--- src/vlo_pkg.sv ---
// Package with constants and carrier types for the valley-lockout switch timing.
package vlo_pkg;

  // ----------------------------------------------------------------------
  // Clock and timing
  // ----------------------------------------------------------------------
  localparam int CLK_KHZ            = 10000;
  localparam int MAX_FREQ_SET_PIN_KHZ           = 110;
  localparam int MAX_FREQ_SET_PIN_CYC           = (CLK_KHZ + MAX_FREQ_SET_PIN_KHZ - 1) / MAX_FREQ_SET_PIN_KHZ;
  localparam int STEADY_TOUT_US     = 6;
  localparam int STEADY_TOUT_CYC    = STEADY_TOUT_US * CLK_KHZ / 1000;
  localparam int SOFT_TOUT_US       = 100;
  localparam int SOFT_TOUT_CYC      = SOFT_TOUT_US * CLK_KHZ / 1000;
  localparam int MAX_DEAD_US        = 32;
  localparam int MAX_DEAD_CYC       = MAX_DEAD_US * CLK_KHZ / 1000;
  localparam int MAX_PERIOD_US      = 40;
  localparam int MAX_PERIOD_CYC     = MAX_PERIOD_US * CLK_KHZ / 1000;
  localparam int QUIET_US           = 1250;
  localparam int QUIET_CYC          = QUIET_US * CLK_KHZ / 1000;
  localparam int BURST_PULSES       = 3;
  localparam int CNT_W              = 14;

  // ----------------------------------------------------------------------
  // Feedback code: millivolts divided by FB_LSB_MV, 8 bits
  // ----------------------------------------------------------------------
  localparam int FB_LSB_MV          = 10;
  localparam logic [7:0] FB_FOLD_HI = 8'h50;
  localparam logic [7:0] FB_FOLD_LO = 8'h28;
  localparam logic [7:0] FB_HYS     = 8'h3C;
  localparam logic [7:0] FB_BURST_X = 8'h64;
  localparam int FOLD_SPAN          = 40;
  localparam logic [2:0] V_FIRST    = 3'h1;
  localparam logic [2:0] V_LAST     = 3'h6;

  // Falling thresholds move valley n to n+1; index is n - 1.
  localparam logic [7:0] FALL_TH [0:4] =
    '{8'h8C, 8'h78, 8'h6E, 8'h64, 8'h5A};

  // ----------------------------------------------------------------------
  // Carrier types
  // ----------------------------------------------------------------------
  typedef struct packed {
    logic [7:0] fb_code;
    logic       skip_low;
    logic       skip_high;
    logic       zcd_low;
    logic       max_freq_set_pin_high;
    logic       demag_done;
  } cmp_t;

  typedef struct packed {
    logic       pulse_end;
    logic       softstart;
    logic       max_freq_set_pin_pin_var;
  } ctl_t;

  typedef enum logic [1:0] {
    ST_WAIT  = 2'b00,
    ST_DEAD  = 2'b01,
    ST_DRIVE = 2'b11,
    ST_QUIET = 2'b10
  } sw_state_t;

endpackage

--- src/vlo_down_timer.sv ---
// Down counter used for every timed interval of the switching logic.
`timescale 1ns/1ps
module vlo_down_timer #(
  parameter int W = 14
) (
  // Clock and reset
  input  wire logic         i_clk_sys,
  input  wire logic         i_rstn,
  // Control
  input  wire logic         i_load,
  input  wire logic [W-1:0] i_count,
  // Status
  output logic              o_running,
  output logic              o_expire
);

  logic [W-1:0] count;
  wire          last = (count == W'(1));

  always_ff @(posedge i_clk_sys)
  begin
    if (!i_rstn)
    begin
      count    <= '0;
      o_expire <= 1'b0;
    end
    else
    begin
      count    <= i_load ? i_count : (count != '0 ? count - W'(1) : count);
      o_expire <= !i_load && last;
    end
  end

  assign o_running = (count != '0);

endmodule

--- src/vlo_switch_timing.sv ---
// Switching-cycle timing for a quasi-resonant valley-lockout controller.
// Summary of operation
// - Optional 110 kHz maximum frequency clamp.
// - Clamp pin above 4 V disables clamp.
// - Valley counter fires at selected valley.
// - Hold valley until threshold or +600 mV.
// - Falling and rising valley thresholds per table.
// - 600 mV hysteresis on every valley comparison.
// - 6 us timeout restarted by each valley.
// - Timeout expiry counts as a valley.
// - Soft-start uses 100 us timeout.
// - Timeouts and valleys counted toward selection.
// - Sixth valley at 0.8 V enters foldback.
// - Foldback dead-time linear to 32 us.
// - Force new cycle after 40 us.
// - Forced cycle waits for demagnetization.
// - Stop below skip, resume above hysteresis.
// - Quiet burst timer limits bursts to 800 Hz.
// - Pulse in progress always finishes.
// - Skip-exit starts quiet timer and counter.
// - Burst stops only after three pulses.
// - No restart before quiet timer expires, except above 1 V.
// - Quiet timer expiry never starts a cycle.
// - Above 1 V leave burst immediately.
// - Zero-cross falling below threshold is valley.
`timescale 1ns/1ps
module vlo_switch_timing (
  // Clock and reset
  input  wire logic          i_clk_sys,
  input  wire logic          i_rstn,
  // Analog comparator decisions and stage control
  input  wire vlo_pkg::cmp_t i_cmp,
  input  wire vlo_pkg::ctl_t i_ctl,
  // Gate drive request and mode status
  output logic               o_gate_drive_out,
  output logic               o_freeze_peak,
  output logic               o_valley_lock_mode,
  output logic               o_freq_foldback_mode,
  output logic               o_burst_mode,
  output logic [2:0]         o_valley_sel
);

  // ----------------------------------------------------------------------
  // Input staging
  // ----------------------------------------------------------------------
  // Inputs are taken as synchronous, so one register stage aligns them
  // and gives a clean previous value for edge detection.
  vlo_pkg::cmp_t cmp;
  vlo_pkg::ctl_t ctl;
  logic          zcd_prev;
  logic          demag_prev;

  always_ff @(posedge i_clk_sys)
  begin
    if (!i_rstn)
    begin
      // Full-scale feedback keeps the selection at valley one after reset.
      cmp         <= '0;
      cmp.fb_code <= '1;
      ctl         <= '0;
      zcd_prev    <= 1'b0;
      demag_prev  <= 1'b0;
    end
    else
    begin
      cmp      <= i_cmp;
      ctl      <= i_ctl;
      zcd_prev   <= cmp.zcd_low;
      demag_prev <= cmp.demag_done;
    end
  end

  wire valley_edge = cmp.zcd_low && !zcd_prev;
  wire demag_edge  = cmp.demag_done && !demag_prev;

  // ----------------------------------------------------------------------
  // Valley selection with hysteresis
  // ----------------------------------------------------------------------
  logic [2:0] valley_sel;
  wire  [2:0] sel_idx   = valley_sel - vlo_pkg::V_FIRST;
  wire  [7:0] fall_cur  = (valley_sel == vlo_pkg::V_LAST) ? 8'h00 :
                          vlo_pkg::FALL_TH[sel_idx];
  wire  [7:0] fall_prev = (valley_sel == vlo_pkg::V_FIRST) ? 8'h00 :
                          vlo_pkg::FALL_TH[sel_idx - 3'h1];
  wire  [8:0] rise_lvl  = {1'b0, fall_prev} + {1'b0, vlo_pkg::FB_HYS};
  wire        go_deeper = (valley_sel != vlo_pkg::V_LAST) &&
                          (cmp.fb_code < fall_cur);
  wire        go_up     = (valley_sel != vlo_pkg::V_FIRST) &&
                          ({1'b0, cmp.fb_code} > rise_lvl);
  wire  [2:0] next_valley_sel = go_deeper ? valley_sel + 3'h1 :
                                go_up ? valley_sel - 3'h1 : valley_sel;

  // ----------------------------------------------------------------------
  // Foldback and burst decisions
  // ----------------------------------------------------------------------
  wire fold_now = (valley_sel == vlo_pkg::V_LAST) &&
                  (cmp.fb_code <= vlo_pkg::FB_FOLD_HI);
  wire [7:0] fb_clip = (cmp.fb_code < vlo_pkg::FB_FOLD_LO) ?
                       vlo_pkg::FB_FOLD_LO : cmp.fb_code;
  wire [7:0] fold_depth = fold_now ? vlo_pkg::FB_FOLD_HI - fb_clip : 8'h00;
  // Linear from zero at the upper limit to the full dead-time at the lower.
  wire [vlo_pkg::CNT_W-1:0] dead_cyc = vlo_pkg::CNT_W'(
       (32'(fold_depth) * vlo_pkg::MAX_DEAD_CYC) / vlo_pkg::FOLD_SPAN);
  wire burst_exit = (cmp.fb_code > vlo_pkg::FB_BURST_X);

  // ----------------------------------------------------------------------
  // Timers
  // ----------------------------------------------------------------------
  vlo_pkg::sw_state_t state;
  vlo_pkg::sw_state_t next_state;
  logic [2:0] valley_cnt;
  logic [1:0] burst_pulses;
  logic       burst;
  logic       in_burst_run;

  wire  drive_start;
  wire  tout_run;
  wire  tout_exp;
  wire  max_freq_set_pin_run;
  wire  period_run;
  wire  dead_run;
  wire  dead_exp;
  wire  quiet_run;

  wire [vlo_pkg::CNT_W-1:0] tout_len = ctl.softstart ?
       vlo_pkg::CNT_W'(vlo_pkg::SOFT_TOUT_CYC) :
       vlo_pkg::CNT_W'(vlo_pkg::STEADY_TOUT_CYC);

  // A drive start clears the timeout; it runs again only from the next
  // demagnetization or valley, so it never counts a valley too early.
  wire tout_load = drive_start || demag_edge || valley_edge ||
                   (tout_exp && state == vlo_pkg::ST_WAIT);
  wire [vlo_pkg::CNT_W-1:0] tout_count = drive_start ? '0 : tout_len;

  vlo_down_timer #(.W(vlo_pkg::CNT_W)) u_tout (
    .i_clk_sys (i_clk_sys),
    .i_rstn    (i_rstn),
    .i_load    (tout_load),
    .i_count   (tout_count),
    .o_running (tout_run),
    .o_expire  (tout_exp)
  );

  vlo_down_timer #(.W(vlo_pkg::CNT_W)) u_max_freq_set_pin (
    .i_clk_sys (i_clk_sys),
    .i_rstn    (i_rstn),
    .i_load    (drive_start),
    .i_count   (vlo_pkg::CNT_W'(vlo_pkg::MAX_FREQ_SET_PIN_CYC)),
    .o_running (max_freq_set_pin_run),
    .o_expire  ()
  );

  vlo_down_timer #(.W(vlo_pkg::CNT_W)) u_period (
    .i_clk_sys (i_clk_sys),
    .i_rstn    (i_rstn),
    .i_load    (drive_start),
    .i_count   (vlo_pkg::CNT_W'(vlo_pkg::MAX_PERIOD_CYC)),
    .o_running (period_run),
    .o_expire  ()
  );

  wire dead_load = (state == vlo_pkg::ST_WAIT) && (next_state ==
                   vlo_pkg::ST_DEAD);

  vlo_down_timer #(.W(vlo_pkg::CNT_W)) u_dead (
    .i_clk_sys (i_clk_sys),
    .i_rstn    (i_rstn),
    .i_load    (dead_load),
    .i_count   (dead_cyc),
    .o_running (dead_run),
    .o_expire  (dead_exp)
  );

  // The quiet timer starts with each burst, so it spaces burst starts.
  wire quiet_load = (state == vlo_pkg::ST_QUIET) &&
                    (next_state == vlo_pkg::ST_WAIT);

  vlo_down_timer #(.W(vlo_pkg::CNT_W)) u_quiet (
    .i_clk_sys (i_clk_sys),
    .i_rstn    (i_rstn),
    .i_load    (quiet_load),
    .i_count   (vlo_pkg::CNT_W'(vlo_pkg::QUIET_CYC)),
    .o_running (quiet_run),
    .o_expire  ()
  );

  // ----------------------------------------------------------------------
  // Cycle decisions
  // ----------------------------------------------------------------------
  wire max_freq_set_pin_block  = ctl.max_freq_set_pin_pin_var ? (max_freq_set_pin_run && !cmp.max_freq_set_pin_high) :
                     max_freq_set_pin_run;
  wire valley_evt  = valley_edge || tout_exp;
  wire valley_hit  = valley_evt && (valley_cnt + 3'h1 >= valley_sel);
  wire force_cycle = !period_run && cmp.demag_done;
  // Skip allows a burst only above the upper skip level and past the
  // quiet timer; the timer alone never restarts switching.
  wire skip_block_n = cmp.skip_high && !quiet_run;
  wire may_fire    = !max_freq_set_pin_block && (!burst || in_burst_run || skip_block_n);
  wire stop_req    = cmp.skip_low &&
                     (!burst || burst_pulses == 2'(vlo_pkg::BURST_PULSES));

  always_comb
  begin
    next_state = state;
    unique case (state)
      vlo_pkg::ST_WAIT:
        if (stop_req)
          next_state = vlo_pkg::ST_QUIET;
        else if ((valley_hit || force_cycle) && may_fire)
          next_state = fold_now && valley_hit && dead_cyc != '0 ?
                       vlo_pkg::ST_DEAD : vlo_pkg::ST_DRIVE;
      vlo_pkg::ST_DEAD:
        if (dead_exp || !dead_run || force_cycle)
          next_state = vlo_pkg::ST_DRIVE;
      vlo_pkg::ST_DRIVE:
        if (ctl.pulse_end)
          next_state = stop_req ? vlo_pkg::ST_QUIET : vlo_pkg::ST_WAIT;
      vlo_pkg::ST_QUIET:
        if (burst_exit || skip_block_n)
          next_state = vlo_pkg::ST_WAIT;
    endcase
  end

  assign drive_start = (state != vlo_pkg::ST_DRIVE) &&
                       (next_state == vlo_pkg::ST_DRIVE);

  // ----------------------------------------------------------------------
  // State registers
  // ----------------------------------------------------------------------
  always_ff @(posedge i_clk_sys)
  begin
    if (!i_rstn)
    begin
      state        <= vlo_pkg::ST_WAIT;
      valley_sel   <= vlo_pkg::V_FIRST;
      valley_cnt   <= 3'h0;
      burst        <= 1'b0;
      in_burst_run <= 1'b0;
      burst_pulses <= 2'h0;
    end
    else
    begin
      state      <= next_state;
      valley_sel <= next_valley_sel;
      if (drive_start)
        valley_cnt <= 3'h0;
      else if (valley_evt && valley_cnt != vlo_pkg::V_LAST)
        valley_cnt <= valley_cnt + 3'h1;
      if (burst_exit)
        burst <= 1'b0;
      else if (next_state == vlo_pkg::ST_QUIET)
        burst <= 1'b1;
      if (next_state == vlo_pkg::ST_QUIET)
        in_burst_run <= 1'b0;
      else if (state == vlo_pkg::ST_QUIET)
        in_burst_run <= 1'b1;
      if (state == vlo_pkg::ST_QUIET)
        burst_pulses <= 2'h0;
      else if (drive_start && burst_pulses != 2'(vlo_pkg::BURST_PULSES))
        burst_pulses <= burst_pulses + 2'h1;
    end
  end

  // ----------------------------------------------------------------------
  // Registered outputs
  // ----------------------------------------------------------------------
  always_ff @(posedge i_clk_sys)
  begin
    if (!i_rstn)
    begin
      o_gate_drive_out     <= 1'b0;
      o_freeze_peak        <= 1'b0;
      o_valley_lock_mode   <= 1'b0;
      o_freq_foldback_mode <= 1'b0;
      o_burst_mode         <= 1'b0;
      o_valley_sel         <= vlo_pkg::V_FIRST;
    end
    else
    begin
      o_gate_drive_out     <= (next_state == vlo_pkg::ST_DRIVE);
      o_freeze_peak        <= fold_now;
      o_valley_lock_mode   <= !fold_now && !burst;
      o_freq_foldback_mode <= fold_now;
      o_burst_mode         <= burst;
      o_valley_sel         <= valley_sel;
    end
  end

endmodule

--- config.mk ---
export PLATFORM = sky130hd
export DESIGN_NAME = vlo_switch_timing
export DESIGN_NICKNAME = d
export VERILOG_FILES = /design/src/vlo_pkg.sv /design/src/vlo_down_timer.sv /design/src/vlo_switch_timing.sv
export SDC_FILE = /design/constraint.sdc
export NUM_CORES = 1
export LEC_CHECK = 0
export BUFFER_PORTS_ARGS = -buffer_cell sky130_fd_sc_hd__buf_4
export CORE_ASPECT_RATIO = 0.9
export CORE_UTILIZATION = 31
export CTS_CLUSTER_DIAMETER = 60
export CTS_CLUSTER_SIZE = 24
export DETAILED_ROUTE_END_ITERATION = 16
export SETUP_SLACK_MARGIN = 0.2
export SLEW_MARGIN = 15
export SYNTH_ARGS = -nofsm -noshare
export SYNTH_HDL_FRONTEND = slang
export SYNTH_SLANG_ARGS = --single-unit
--- constraint.sdc ---
create_clock -name i_clk_sys -period 11.05 [get_ports i_clk_sys]
set_input_delay 1.105 -clock i_clk_sys [delete_from_list [all_inputs] [get_ports i_clk_sys]]
set_output_delay 1.105 -clock i_clk_sys [all_outputs]
set_load 0.01 [all_outputs]
## After elaboration in Yosys (flattened, before gate mapping)

Memory sizes are Yosys's and may differ from the RTL's.
Index checks and enable logic that the tools add are counted.
Widths: inputs -> output; s select.

| storage, ports and cells | value |
|---|---|
| register bits | 109 |
| memory bits (read-only) | 128 |
| input port bits | 18 |
| output and inout bits | 8 |
| logic and storage cells | 170 |
| memories kept | 2 |

Memories:

| name | depth | width | rd ports | clocked after Yosys merged registers in | wr ports | RTL line | RTL |
|---|---|---|---|---|---|---|---|
| (no name shown) | 8 | 8 | 1 | 0 | 0 | vlo_switch_timing.sv:84 | `vlo_pkg::FALL_TH[sel_idx - 3'h1];` |
| (no name shown) | 8 | 8 | 1 | 0 | 0 | vlo_switch_timing.sv:82 | `vlo_pkg::FALL_TH[sel_idx];` |

| operators by class | value |
|---|---|
| $add $sub $neg | 12 |
| $mul | 1 |
| divide/modulo/power cells | 1 |
| order comparisons | 8 |
| eq/ne operators | 16 |
| mux-type cells | 31 |
| bitwise gates (word level) | 3 |
| reduce and logical (&&, ||, !) cells | 64 |

Operators with widths:

| cell | count |
|---|---|
| $mux 14 | 6 |
| $reduce_bool 14->1 | 6 |
| $sub 14x1->14 const B | 5 |
| $mux 8 | 8 |
| $div 17x6->32 const B | 1 |
| $eq 14x1->1 const B | 2 |
| $logic_and 1x1->1 | 23 |
| $mux 10 | 2 |
| $mux 9 | 2 |
| $mux 2 | 7 |
| $mux 7 | 2 |
| $reduce_bool 2->1 | 6 |
| $logic_not 1->1 | 11 |
| $logic_or 1x1->1 | 11 |
| $mul 8x3->11 const B | 1 |
| $eq 2x2->1 const B | 5 |
| $reduce_or 2->1 | 5 |
| $add 8x6->9 const B | 1 |
| $gt 8x9->1 | 1 |
| $ge 4x4->1 const B | 2 |
| $gt 8x7->1 const B | 1 |
| $le 8x7->1 const B | 1 |
| $lt 8x6->1 const B | 1 |
| $lt 8x8->1 | 1 |
| other kinds (17) | 25 |

## Logic depth before layout (Yosys ltp)

| depth | value |
|---|---|
| depth after elaboration | 19 |
| depth in mapped cells | 45 |
| mapped depth without buffers | 38 |

## By module

Synthesis repeated with hierarchy kept, for this count alone.

| second synthesis, totals | value |
|---|---|
| cells, all modules | 1054 |
| area total of the unflattened synthesis | 8565.7 µm² |

By module, submodules not included:

| module | times used | cells each | area an instance (µm²) | sequential area each (µm²) |
|---|---|---|---|---|
| vlo_switch_timing | 1 | 569 | 4299.1 | 740.7 |
| vlo_down_timer | 5 | 97 | 853.3 | 300.3 |

## Worst setup path after synthesis

No wires, ideal clock.

| timing path | value |
|---|---|
| path type | flip-flop to flip-flop |
| start | reg valley_sel[0] |
| end | reg u_dead.count[7] |
| setup time | 71 ps |
| data arrival time | 8914 ps |
| required time | 10979 ps |
| setup slack | 2066 ps |
| stages on the path, launching flop included | 45 |
| path buffers | 6 |
| period minus slack after synthesis | 8984 ps |
| cells stage by stage | dfxtp_1 > inv_1 > ha_1 > nand2_1 > nor2_1 > and2_1 > nand2_1 > inv_1 > clkbuf_1 > ha_1 > ha_1 > fa_1 > a211oi_1 > nor2_1 > nor3_2 > nor3b_1 > nor4b_4 > and2_4 > [9 not listed] > o21ai_0 > nand2_1 > mux2i_1 > ha_1 > clkbuf_1 > nor2_1 > nand2_1 > ha_1 > buf_1 > nor3_1 > a21boi_1 > a211oi_1 > a2111o_1 > nor2_1 > a221oi_2 > buf_6 > or3_1 > a21oi_1 |

| between the ends | value |
|---|---|
| longest elaborated chain between the ends | 14 |
| elaborated cells on any way between the ends | 20 |
| classes of those cells | mul (1); div (1); order compare (1); eq/ne (2); mux (6); reduce/logical (9) |

RTL lines:

| item | RTL line | RTL |
|---|---|---|
| start: declaration | vlo_switch_timing.sv:79 | `logic [2:0] valley_sel;` |
| start signal: assignment | vlo_switch_timing.sv:235 | `valley_sel <= vlo_pkg::V_FIRST;` |
| start signal: assignment | vlo_switch_timing.sv:244 | `valley_sel <= next_valley_sel;` |
| $eq 3x3->1 | vlo_switch_timing.sv:96 | `wire fold_now = (valley_sel == vlo_pkg::V_LAST) &&` |
| $logic_and 1x1->1 | vlo_switch_timing.sv:96 |  |
| $mux 8 | vlo_switch_timing.sv:100 | `wire [7:0] fold_depth = fold_now ? vlo_pkg::FB_FOLD_HI - fb_clip : 8'h00;` |
| $mul 8x3->11 | vlo_switch_timing.sv:103 | `(32'(fold_depth) * vlo_pkg::MAX_DEAD_CYC) / vlo_pkg::FOLD_SPAN);` |
| $div 17x6->32 | vlo_switch_timing.sv:103 |  |
| $reduce_bool 14->1 | vlo_switch_timing.sv:210 | `next_state = fold_now && valley_hit && dead_cyc != '0 ?` |
| $logic_and 1x1->1 | vlo_switch_timing.sv:210 |  |
| $mux 2 | vlo_switch_timing.sv:210 |  |
| $mux 2 | vlo_switch_timing.sv:209 | `else if ((valley_hit \|\| force_cycle) && may_fire)` |
| $mux 2 | vlo_switch_timing.sv:207 | `if (stop_req)` |
| $pmux 2 s4 | vlo_switch_timing.sv:205 | `unique case (state)` |
| $eq 2x1->1 | vlo_switch_timing.sv:162 | `wire dead_load = (state == vlo_pkg::ST_WAIT) && (next_state ==` |
| $logic_and 1x1->1 | vlo_switch_timing.sv:162 |  |
| $mux 14 / $reduce_bool 2->1 (equally long branches) | - |  |
| end signal: assignment | vlo_down_timer.sv:29 | `count <= i_load ? i_count : (count != '0 ? count - W'(1) : count);` |
| end: declaration | vlo_down_timer.sv:17 | `logic [W-1:0] count;` |

Several ways; a longest one is shown, not always the timed one.
A chain may end at the register's enable or synchronous reset.

## Worst setup path after layout

| timing path | value |
|---|---|
| start | reg valley_sel[0] |
| end | reg u_dead.count[4] |

The elaborated chain is that of the path after synthesis.

==> impl_metrics.toml <==
[cts]
ctsHoldBuffers = 0
clock_path_buffers = 2
cts_sinks = 109
numCtsBuffers = 9
clockRootBuffer = "clkbuf_16"
tritoncts = "built"
clk_latency_ns = 0.36
clk_pin_slew_ns = 0.07
h-tree-depth = 3

[detailed_routing]
vias = 6901
wl_met3_um = 667
postRouteAntennaNets = 0
drt-total-wl_mm = 18.2
top_layer_used = "met4"
met2_length_mm = 8.05
first_iter_violations = 428
drc = 0
drt-met1-wl_mm = 9.29
drt_pre_antenna_iters = 5
post_drt_via_cell_ratio = 5.19
avgRoutedWirePerCell_um = 13.7

[timing]
max_slew_margin_pct = 48.3
tightestPinTransition_ns = 0.774
layout_setup_ws_ns = 0.940
setup-tns-final_ns = 0
slew_violations = 0
clock_skew_ns = 0.0124
finalCriticalPeriod_ns = 10.11
max_freq_mhz = 98.9
timing.final.crit_share_pct = 91.5
rsz0062_at_grt = "no"
setup_viol = 0
whs_ns = 0.458
finalHoldViolCount = 0

[synth]
ys.flop_type = "dfxtp_1"
synth_area_leaders = "dfxtp_1 28%, ha_1 8.6%, nor2_1 6.5%, nand2_1 4.8%, xnor2_1 4.2%"
syn_nets = 1054
synthTopCellsByCount = "133 x nor2_1, 109 x dfxtp_1, 99 x nand2_1"
syn_avg_cell_area_sq_um = 7.88
synthCells = 982
synth_seq_cells = 109
seq_area_frac_synth_pct = 28.2
synth_warnings = 0
synth_edf_count = 0
synth_area_sq_mm = 0.00774
netlist.area_leader.share_pct = 28.2
yosysMostFrequentCell = "nor2_1"
yosys.cell_types.count = 94
async_flop_share_pct = 0
yosysTopAreaCell = "dfxtp_1"

[die]
die-height_um = 152
rows = 54
die_x_um = 169
core_sq_mm = 0.0244
die_area_sq_mm = 0.0256
pin_count = 26
start_util_pct = 31.7

[setup_path]
path_buf_inv = 3
critical_path_class = "register to register"
crit_fanout = 22
endpoint_kind = "register"
startpoint = "valley_sel[0]"
required_ns = 11.33
cp.arrival_ns = 10.39
cpLargestDelayFamily = "simple AND/OR/NAND/NOR gates"
critPathMaxStageDelay_ns = 0.56
r2r_start = "valley_sel[0]"
start_kind = "register"
slowest_stage = "a2111o_1"

[hold_path]
holdCritStartpoint = "u_max_freq_set_pin.count[12]"
worstHoldPathType = "register to register"

[finish]
area_delta_synth_final_pct = 10.4
drive_gt1_share_pct = 8.76
final_area_sq_mm = 0.00854
final_cell_count_no_fill = 1329
final_nets = 1060
num_antenna_cells = 0
post-route-util_pct = 35.0

[pwr]
cellLeakagePower_nw = 3.45
ir_drop_mv = 0.0781
finalPower_mw = 1.86
power_density_mw_per_mm2 = 218

[run]
max_cap_violations = 0

[placement]
portBuffers = 25
place.gp.congestion = 0.842
hpwl_mm = 13.4
dpl_worst_slack_ns = 0.776
dp.cells = 1309
dpl-instance-area_sq_mm = 0.00819

[grt]
overflow = 0
track_usage_pct = 14.3
grt_max_degree = 33
antenna_found_initial = 0
grt_pass1_wl_mm = 30.7
grt_pass1_vias = 6347

[status]
status = "finished, final reports clean"
sequential cells by signal, summed over array words and instances, names as in the netlist, 2 cells and up:
register and count:
cmp 13, u_quiet.count 14, o_valley_sel 3, u_max_freq_set_pin.count 14, u_period.count 14, valley_sel 3, burst_pulses 2, ctl 3
valley_cnt 3, u_tout.count 14, state 2, u_dead.count 14
cells by family after synthesis:
logic type	share of synthesized area [%]
AOI/OAI and AO/OA	20.5
adders and majority gates	8.83
buffers and inverters	4.87
and+or+nand+nor	28.5
xor gates and xnor gates	6.91
DFF	28.2
other	0.0485
muxes	2.09
cells in the final DEF, fill, tap and decap left out, drive strengths merged, types with 21 or more instances in the layout:
cell type	instances
dfxtp	109
ha	53
nor2	133
nand3	21
xor2	24
a21oi	55
nand2b	25
buf	34
o21ai	42
inv	45
xnor2	37
nor3	42
nand2	100
power by group:
| group | switching (mW) | total, mW | internal, mW | leakage (nW) |
|---|---|---|---|---|
| Sequential | 0.0944 | 0.589 | 0.494 | 0.897 |
| Clock | 0.164 | 0.325 | 0.161 | 0.145 |
| Combinational | 0.530 | 0.947 | 0.417 | 2.41 |
final cells by class:
cell class,count,area [sq um]
fill,2483,15900
timing repair buffer,34,268
tap,336,420
clock inverter,7,75.1
clock buffer,9,225
inverter,44,169
sequential,109,2180
multi-input combinational,790,5200
worst min-delay path, stage by stage (launching register included):
cell,delay [ns]
dfxtp_1,0.32
nand2_1,0.05
a21oi_1,0.05
routing by layer:
layer  track usage, %  vias up
met5                0        -
met4             3.25        0
met3             1.75       15
met2             22.6      134
met1             20.7     3224
li1                 -     3528
worst paths after layout:
kind / end / slack, ns / cells past startpoint
max: u_dead.count[4] / 0.94 / 39
min: u_max_freq_set_pin.count[12] / 0.46 / 2
max reg2reg: u_dead.count[4] / 0.94 / 39
min reg2reg: u_max_freq_set_pin.count[12] / 0.46 / 2
repair_timing:
action	4_1_cts	5_1_grt
resized for setup	0	4
setup endpoints to repair	0	51
setup buffers	0	4
Note: power is estimated with default switching activity, not from simulation.
